==> src/design/asc_pkg.sv <==
// Package of timing constants and types for the asynchronous SRAM host controller
package asc_pkg;
    localparam int CLK_PERIOD_NS         = 40;
    localparam int POWERUP_WAIT_US       = 100;
    localparam int READ_CYCLE_MIN_NS     = 10;
    localparam int ADDR_TO_VALID_NS      = 10;
    localparam int SELECT_TO_VALID_NS    = 10;
    localparam int DRIVE_TO_VALID_NS     = 5;
    localparam int LANE_TO_VALID_NS      = 5;
    localparam int STROBE_PULSE_MIN_NS   = 7;
    localparam int WDATA_SETUP_NS        = 5;
    localparam int STROBE_LOW_TO_FLOAT_NS = 5;
    localparam int WRITE_CYCLE_MIN_NS    = 10;
    localparam int RETENTION_RECOVERY_NS = 10;
    localparam int DESELECT_TO_SLEEP_NS  = 10;

    function automatic int cyc_up(input int ns);
        int c;
        c = (ns + CLK_PERIOD_NS - 1) / CLK_PERIOD_NS;
        return (c < 1) ? 1 : c;
    endfunction

    localparam int POWERUP_WAIT_CYC = (POWERUP_WAIT_US * 1000 + CLK_PERIOD_NS - 1) / CLK_PERIOD_NS;
    localparam int READ_WAIT_CYC    = cyc_up(ADDR_TO_VALID_NS);
    localparam int READ_GAP_CYC     = cyc_up(READ_CYCLE_MIN_NS);
    localparam int STROBE_CYC       = cyc_up(STROBE_PULSE_MIN_NS);
    localparam int FLOAT_CYC        = cyc_up(STROBE_LOW_TO_FLOAT_NS);
    localparam int WRITE_GAP_CYC    = cyc_up(WRITE_CYCLE_MIN_NS);
    localparam int RECOVERY_CYC     = cyc_up(RETENTION_RECOVERY_NS);
    localparam int CNT_W            = 16;

    typedef enum logic [2:0] {
        ASC_POWERUP,
        ASC_IDLE,
        ASC_READ,
        ASC_WFLOAT,
        ASC_WRITE,
        ASC_WEND,
        ASC_GAP,
        ASC_RECOVER
    } asc_state_type;
endpackage

==> src/design/asc_ctrl.sv <==
// Host controller that drives an asynchronous 16-bit byte-lane SRAM
// How it works
// (RULE1) Write only while select and strobe overlap
// (RULE2) Device ends write at first strobe rise
// (RULE3) Data setup measured from terminating strobe edge
// (RULE4) A lane enable must join the window
// (RULE5) Device floats pins when deselected or disabled
// (RULE6) Never drive data while device outputs
// (RULE7) Write strobe stays high during reads
// (RULE8) Address valid by select falling edge
// (RULE9) Wait 100 us after power before access
// (RULE10) Data valid 10 ns after address; spacing
// (RULE11) Device holds old data 3 ns
// (RULE12) Valid 10 ns from select, 5 from enable
// (RULE13) Lane data valid 5 ns after enable
// (RULE14) Address set before start, held to end
// (RULE15) Strobes held low 7 ns before end
// (RULE16) Data setup 5 ns; cycle 10 ns
// (RULE17) Output-enable-low write: float plus setup time
// (RULE18) Device sleeps 10 ns after deselect
// (RULE19) Wait 10 ns after retention exit
// (RULE20) Single lane read drives its byte only
// (RULE21) Write only enabled lanes, output enable ignored
// (RULE22) Selected idle keeps pins floating
// (RULE23) Round nanosecond minimums up to cycles
`timescale 1ns/1ps
module asc_ctrl
    import asc_pkg::*;
#(
    parameter int ADDR_W      = 19,
    parameter int DATA_W      = 16,
    parameter int POWERUP_CYC = POWERUP_WAIT_CYC
) (
    // Clock and reset
    input  wire logic              CLK,
    input  wire logic              RST_N,
    // User request
    input  wire logic              REQ_VALID,
    input  wire logic              REQ_WRITE,
    input  wire logic [ADDR_W-1:0] REQ_ADDR,
    input  wire logic [DATA_W-1:0] REQ_WDATA,
    input  wire logic [1:0]        REQ_LANES,
    input  wire logic              RETENTION_EXIT,
    output logic                   REQ_READY,
    output logic                   RD_VALID,
    output logic [DATA_W-1:0]      RD_DATA,
    // Memory pins
    output logic [ADDR_W-1:0]      MEM_ADDR,
    output logic                   MEM_SELECT_N,
    output logic                   MEM_DRIVE_N,
    output logic                   MEM_STROBE_N,
    output logic                   MEM_LOWER_LANE_SEL_N,
    output logic                   MEM_UPPER_LANE_SEL_N,
    input  wire logic [DATA_W-1:0] MEM_DQ_IN,
    output logic [DATA_W-1:0]      MEM_DQ_OUT,
    output logic                   MEM_DQ_OE
);

    asc_state_type state;
    asc_state_type next_state;
    logic [CNT_W-1:0] cnt;
    logic [CNT_W-1:0] next_cnt;
    logic [1:0]       lanes;

    wire logic cnt_done  = (cnt == '0);
    // A retention exit wins over a request, so nothing is latched from the dropped request
    wire logic take_req  = (state == ASC_IDLE) && REQ_VALID && (REQ_LANES != 2'h0) && !RETENTION_EXIT;
    // Lane mask for read capture: unselected byte returns zero
    wire logic [DATA_W-1:0] lane_mask = {{(DATA_W/2){lanes[1]}}, {(DATA_W/2){lanes[0]}}}; // [RULE20]

    // Every interval counts whole cycles, rounded up in the package [RULE23]
    always_comb begin
        next_state = state;
        next_cnt   = cnt_done ? cnt : cnt - 16'h1;
        case (state)
            ASC_POWERUP: begin
                if (cnt_done) begin
                    next_state = ASC_IDLE; // [RULE9]
                end
            end
            ASC_IDLE: begin
                if (RETENTION_EXIT) begin
                    next_state = ASC_RECOVER;
                    next_cnt   = CNT_W'(RECOVERY_CYC - 1); // [RULE19]
                end else if (take_req && REQ_WRITE) begin
                    // Output enable stays high, but the float wait keeps it safe either way
                    next_state = ASC_WFLOAT;
                    next_cnt   = CNT_W'(FLOAT_CYC - 1); // [RULE17]
                end else if (take_req) begin
                    next_state = ASC_READ;
                    next_cnt   = CNT_W'(READ_WAIT_CYC); // [RULE10] [RULE12] [RULE13]
                end
            end
            ASC_READ: begin
                if (cnt_done) begin
                    next_state = ASC_GAP;
                    next_cnt   = CNT_W'(READ_GAP_CYC - 1); // [RULE10]
                end
            end
            ASC_WFLOAT: begin
                if (cnt_done) begin
                    next_state = ASC_WRITE;
                    next_cnt   = CNT_W'(STROBE_CYC - 1); // [RULE15] [RULE16]
                end
            end
            ASC_WRITE: begin
                if (cnt_done) begin
                    next_state = ASC_WEND;
                end
            end
            ASC_WEND: begin
                next_state = ASC_GAP;
                next_cnt   = CNT_W'(WRITE_GAP_CYC - 1); // [RULE16]
            end
            ASC_GAP: begin
                if (cnt_done) begin
                    next_state = ASC_IDLE;
                end
            end
            ASC_RECOVER: begin
                if (cnt_done) begin
                    next_state = ASC_IDLE;
                end
            end
            default: begin
                next_state = ASC_IDLE;
                next_cnt   = '0;
            end
        endcase
    end

    always_ff @(posedge CLK) begin
        if (!RST_N) begin
            state <= ASC_POWERUP;
            cnt   <= CNT_W'(POWERUP_CYC - 1);
        end else begin
            state <= next_state;
            cnt   <= next_cnt;
        end
    end

    // Address and lanes latch at acceptance and stay until the cycle closes [RULE8] [RULE14]
    always_ff @(posedge CLK) begin
        if (!RST_N) begin
            MEM_ADDR   <= '0;
            MEM_DQ_OUT <= '0;
            lanes      <= 2'h0;
        end else if (take_req) begin
            MEM_ADDR   <= REQ_ADDR;
            MEM_DQ_OUT <= REQ_WDATA;
            lanes      <= REQ_LANES;
        end
    end

    // Pin strobes, all registered
    always_ff @(posedge CLK) begin
        if (!RST_N) begin
            MEM_SELECT_N         <= 1'b1;
            MEM_DRIVE_N          <= 1'b1;
            MEM_STROBE_N         <= 1'b1;
            MEM_LOWER_LANE_SEL_N <= 1'b1;
            MEM_UPPER_LANE_SEL_N <= 1'b1;
            MEM_DQ_OE            <= 1'b0;
        end else begin
            // Select and lanes fall together with the address edge, so address is ready by then [RULE8]
            MEM_SELECT_N         <= !(next_state inside {ASC_READ, ASC_WFLOAT, ASC_WRITE});
            MEM_LOWER_LANE_SEL_N <= !((next_state inside {ASC_READ, ASC_WFLOAT, ASC_WRITE}) &&
                                      (take_req ? REQ_LANES[0] : lanes[0])); // [RULE4] [RULE21]
            MEM_UPPER_LANE_SEL_N <= !((next_state inside {ASC_READ, ASC_WFLOAT, ASC_WRITE}) &&
                                      (take_req ? REQ_LANES[1] : lanes[1])); // [RULE4] [RULE21]
            MEM_DRIVE_N          <= !(next_state == ASC_READ);
            // Strobe only low in the write window, never in a read [RULE1] [RULE7]
            MEM_STROBE_N         <= !(next_state == ASC_WRITE);
            // Data drives only once output enable is high and the float time passed [RULE6]
            // Data stays driven through the cycle the strobe rises, giving hold [RULE3]
            MEM_DQ_OE            <= (next_state == ASC_WRITE) || (next_state == ASC_WEND);
        end
    end

    // Sample read data on the last cycle of the access, after the valid time
    always_ff @(posedge CLK) begin
        if (!RST_N) begin
            RD_VALID  <= 1'b0;
            RD_DATA   <= '0;
            REQ_READY <= 1'b0;
        end else begin
            RD_VALID  <= (state == ASC_READ) && cnt_done;
            if ((state == ASC_READ) && cnt_done) begin
                RD_DATA <= MEM_DQ_IN & lane_mask; // [RULE20]
            end
            REQ_READY <= (next_state == ASC_IDLE) && !take_req;
        end
    end

endmodule

==> config.mk <==
export PLATFORM = sky130hd
export DESIGN_NAME = asc_ctrl
export DESIGN_NICKNAME = d
export VERILOG_FILES = /design/src/design/asc_pkg.sv /design/src/design/asc_ctrl.sv
export SDC_FILE = /design/constraint.sdc
export NUM_CORES = 1
export LEC_CHECK = 0
export BUFFER_PORTS_ARGS = -buffer_cell sky130_fd_sc_hd__buf_2
export CORE_UTILIZATION = 42
export CTS_CLUSTER_SIZE = 20
export DETAILED_ROUTE_END_ITERATION = 7
export PLACE_DENSITY = 0.67
export SLEW_MARGIN = 20
export SYNTH_ARGS = -nofsm -noshare
export SYNTH_HDL_FRONTEND = slang
export SYNTH_SLANG_ARGS = --single-unit
export TNS_END_PERCENT = 100
==> constraint.sdc <==
create_clock -name CLK -period 3.4 [get_ports CLK]
set_input_delay 0.17 -clock CLK [delete_from_list [all_inputs] [get_ports CLK]]
set_output_delay 0.17 -clock CLK [all_outputs]
set_load 0.01 [all_outputs]
Yosys cells after proc, flatten, opt, wreduce, memory -nomap -nowiden. Index checks and enable logic that the tools add are counted.

$add $sub $neg: 1. Eq/ne operators: 12. Muxes and demuxes: 16. Bitwise operators: 1. Reductions and logical operators: 22.

Operators with widths (number): $mux 16 (5); $pmux 16 s3 (1); $mux 3 (7); $eq 3x3->1 const B (6); $pmux 3 s6 (1); $and 16x16->16 (1); $logic_not 16->1 (1); $sub 16x1->16 const B (1); $eq 3x2->1 const B (4); $logic_and 1x1->1 (8); $logic_not 1->1 (7); $eq 3x1->1 const B (2); $logic_not 3->1 (1); $reduce_bool 3->1 (1); $reduce_or 3->1 (1); $mux 1 (2); $reduce_bool 2->1 (1); $reduce_or 2->1 (1); $logic_or 1x1->1 (1).

Bits in registers: 80. Bits of input ports: 58. Output and inout bits: 59. Word-level logic and storage cells: 66.

Depth between registers and ports, before layout.
Depth in word-level cells: 12. Gate-level depth with buffers: 11. Depth with buffers taken out: 10.

Least setup slack after synthesis. No wires, ideal clock.

Path kind: reg-to-reg. Start point: register cnt[0]. End point: register cnt[0]. Setup time: 135 ps. Data arrival time: 2252 ps. Required time: 3265 ps. Path slack: 1013 ps. Cell stages (with the launch flop): 12. Path buffers: 1. Period minus slack after synthesis: 2387 ps. Path through: dfxtp_1 inv_1 ha_1 nor3b_1 nand2_1 clkbuf_1 nor2_1 inv_1 ha_1 inv_1 a221oi_1 o21ai_0.

Cells in the longest elaborated chain, start to end: 6. Elaborated cells on any way between the ends: 8. Classes of those cells: 1 x add/sub; 6 x mux; 1 x reduce/logical.

RTL lines: from (decl) (line asc_ctrl.sv:61) `logic [CNT_W-1:0] cnt;`; from (signal assigned) (line asc_ctrl.sv:135) `cnt <= CNT_W'(POWERUP_CYC - 1);`; from (signal assigned) (line asc_ctrl.sv:138) `cnt <= next_cnt;`; $sub 16x1->16 / $logic_not 16->1 (equally long branches) (line asc_ctrl.sv:74, asc_ctrl.sv:65); $mux 16 (line asc_ctrl.sv:74) `next_cnt = cnt_done ? cnt : cnt - 16'h1;`; $mux 16 (line asc_ctrl.sv:89) `end else if (take_req) begin`; $mux 16 (line asc_ctrl.sv:85) `end else if (take_req && REQ_WRITE) begin`; $mux 16 (line asc_ctrl.sv:82) `if (RETENTION_EXIT) begin`; $pmux 16 s3 (*) (line asc_ctrl.sv:75) `case (state)`.

Mark *: on every way between the ends. The rest lies on a longest branch, timed or not. A chain may end at the register's enable or synchronous reset.

Worst setup path in the final report. Same ends and word-level chain as after synthesis.

==> qor.yml <==
status:
  status: "finished, final reports clean"
worst_setup_path:
  critical_path.most_common_cell: "inv_1"
  crit_type: "register to register"
  crit_path_end_kind: "register"
  reg2reg_from: "cnt[0]"
  critical_path.top_delay_family: "simple AND/OR/NAND/NOR gates"
  startpoint_type: "register"
  cp_cell_sequence: "inv_1 > ha_1 > nor3b_1 > nand2_1 > nor2_1 > buf_4 > inv_1 > ha_1 > inv_1 > a221oi_1 > o21ai_0"
  cp.buffers_inverters: 4
  cpPeakStageDelay_ps: 380
  slowest_stage: "nor3b_1"
  rr_worst_depth: 11
  critical_path_required_ps: 3620
  r2r-end: "cnt[0]"
  ff2ff_setup_slack_ps: 870
  crit_path_max_fanout: 11
  worst_ep_arrival_time_ps: 2740
  crit_start: "cnt[0]"
clock_network:
  hold_buffers: 0
  postCtsSetupBuffers: 0
  path_clk_slew_ps: 90
  ctsResizeCount: 0
  clock_sinks: 80
  cts.path.max_buffers: 2
  cts_tree: "built"
  cts_buffers: 9
  clock_latency_ps: 350
  cts_max_level: 3
  clock-root-buffer: "clkbuf_8"
final_layout:
  diodes: 0
  final_nets: 523
  fill_cells: 713
  syn_to_final_growth_pct: 28.35
  drive_above_1_share: 0.3034
  final_design_area_no_fill_um2: 3931
  seq_area_um2: 1602
  multi_input_area_um2: 1364
synth:
  seq_area_frac_synth: 0.5229
  avgSynthCellArea_um2: 8.702
  ys_types: 45
  async_reset_ff_frac: 0
  ys_ff_latch: 80
  synth.net_count: 412
  synth_edf_count: 0
  synthFlopType: "dfxtp_1"
  synth_warnings: 0
  syn_area_um2: 3063
  syn_inst: 352
die:
  die_area_um2: 7638
  die_w_um: 87.40
  pin_count: 117
  fp.dieH_um: 87.40
  start_util: 0.4435
  core-area_um2: 6907
  std_cell_rows: 30
global_routing:
  antenna_found_initial: 0
  grt_max_degree: 38
  first_global_vias: 2422
  grt.overflow.total: 0
  grtUsageTotal: 0.1820
  grt_first_pass_wirelength_mm: 10.98
min_path:
  holdPathStages: 2
  holdPathEnd: "RD_DATA[1]"
  min_from: "MEM_DQ_IN[1]"
  holdCritPathClass: "primary input to register"
power_and_ir_drop:
  power_w: 0.001747
  power_density_nw_per_um2: 444.3
  p_leak_nw: 1.666
  peakVddDrop_v: 0.0001961
sta:
  relSlewSlack: 0.6097
  hold_violations: 0
  fin_crit_ps: 2526
  fmaxAchievable_mhz: 395.8
  worst_pin_slew_ps: 581.1
  setup-tns-final_ps: 0
  drv_slew: 0
  skew_ps: 13.06
  grt_setup_unrepaired: "false"
  fin_crit_sh: 0.7430
  setup_violations: 0
detailed_routing:
  drt_iter0_markers: 136
  drc: 0
  routed_wl_mm: 7.065
  post_drt_wl_per_cell_um: 12.53
  dr.pass1.iters: 4
  vias: 2790
  via_per_inst: 4.947
  postRouteAntennaNets: 0
place:
  postPlaceCellArea_um2: 3719
  io_buffers: 116
  dpl.hpwl_mm: 5.041
  gp_congestion: 0.8301
flow_run:
  maxCapViolCount: 0
==> kinds of logic (layout without fill, tap and decap cells) <==
logic type | Yosys count | after routing | share of synthesized area
adders and majority gates | 2 | 2 | 0.008169
DFF | 80 | 80 | 0.5229
buffers and inverters | 26 | 142 | 0.03472
and+or+nand+nor | 144 | 144 | 0.2177
xor gates and xnor gates | 6 | 6 | 0.01716
AOI/OAI and AO/OA | 93 | 93 | 0.1961
muxes | 1 | 1 | 0.003268
==> power by group <==
group          switching, W  internal (W)
logic             0.0000375     0.0000353
clock network      0.000356      0.000369
registers        0.00000700      0.000942
total              0.000400       0.00135
==> state kept, by name, summed over array words and instances, names as in the netlist, 2 cells and up <==
signal and cells:
MEM_ADDR 19, MEM_DQ_OUT 16, RD_DATA 16, cnt 16, state 3, lanes 2
==> cells in the final DEF (no fill, tap or decap), types with 3 or more instances in the layout <==
| cell type | Yosys | routed |
|---|---|---|
| a21oi_1 | 44 | 44 |
| a22o_1 | 17 | 17 |
| buf_2 | 1 | 116 |
| buf_4 | 0 | 4 |
| clkbuf_8 | 0 | 10 |
| dfxtp_1 | 80 | 80 |
| inv_1 | 6 | 6 |
| nand2_1 | 82 | 82 |
| nand2b_1 | 7 | 7 |
| nand3_1 | 5 | 5 |
| nor2_1 | 23 | 23 |
| nor3_1 | 7 | 7 |
| o211ai_1 | 3 | 3 |
| o21ai_0 | 8 | 8 |
| o21ai_1 | 4 | 4 |
| or3_1 | 3 | 3 |
| or4_1 | 3 | 3 |
| xor2_1 | 4 | 4 |
==> area by class of cell <==
class / count / area share
multi-input cells: 246 / 0.3469
clock inverters: 6 / 0.01910
inverters: 6 / 0.005729
clock buffers: 10 / 0.03501
well taps: 96 / 0.03055
flip-flops and latches: 80 / 0.4074
repair buffers: 120 / 0.1553
==> layer usage <==
| metal | global-route usage | share of wire | up-vias |
|---|---|---|---|
| met5 | 0 | 0 | - |
| met3 | 0.05403 | 0.068 | 8 |
| met4 | 0.07750 | 0.012 | 0 |
| met2 | 0.2912 | 0.46 | 88 |
| met1 | 0.2276 | 0.46 | 1256 |
| li1 | - | - | 1438 |
==> cells in the mapped netlist (2+ instances only) <==
library cell | instances | area share
nand2_1 | 82 | 0.10
dfxtp_1 | 80 | 0.52
a21oi_1 | 44 | 0.072
nor2_1 | 23 | 0.028
clkbuf_1 | 18 | 0.022
a22o_1 | 17 | 0.049
o21ai_0 | 8 | 0.013
nand2b_1 | 7 | 0.014
nor3_1 | 7 | 0.011
inv_1 | 6 | 0.0074
nand3_1 | 5 | 0.0082
o21ai_1 | 4 | 0.0065
xor2_1 | 4 | 0.011
o211ai_1 | 3 | 0.0074
or3_1 | 3 | 0.0061
or4_1 | 3 | 0.0074
and2_1 | 2 | 0.0041
ha_1 | 2 | 0.0082
nor2b_1 | 2 | 0.0041
nor4_2 | 2 | 0.0082
o2111ai_1 | 2 | 0.0057
o21a_1 | 2 | 0.0049
o21bai_1 | 2 | 0.0049
o31ai_1 | 2 | 0.0049
xnor2_1 | 2 | 0.0057
==> how the worst max path moves through the flow <==
| stage | end | slack (ps) | cells after the start |
|---|---|---|---|
| after floorplan | cnt[0] | 1010 | 11 |
| after CTS | cnt[0] | 900 | 11 |
| after global placement | cnt[0] | 990 | 11 |
| after global routing | cnt[0] | 590 | 11 |
| final | cnt[0] | 870 | 11 |
| after detailed placement | cnt[0] | 930 | 11 |
==> stage by stage <==
step	setup slack, ps	hold slack (ps)	utilization	instances
3_5_place_dp	925.8	384.0	0.5384	548
2_1_floorplan	1013	295.5	-	352
3_3_place_gp	991.2	380.6	0.5384	548
6_report	873.7	20.52	0.5692	564
5_1_grt	593.2	5.109	0.5692	564
4_1_cts	895.8	4.324	0.5692	564
No activity file was read; power rests on OpenSTA's default activity.
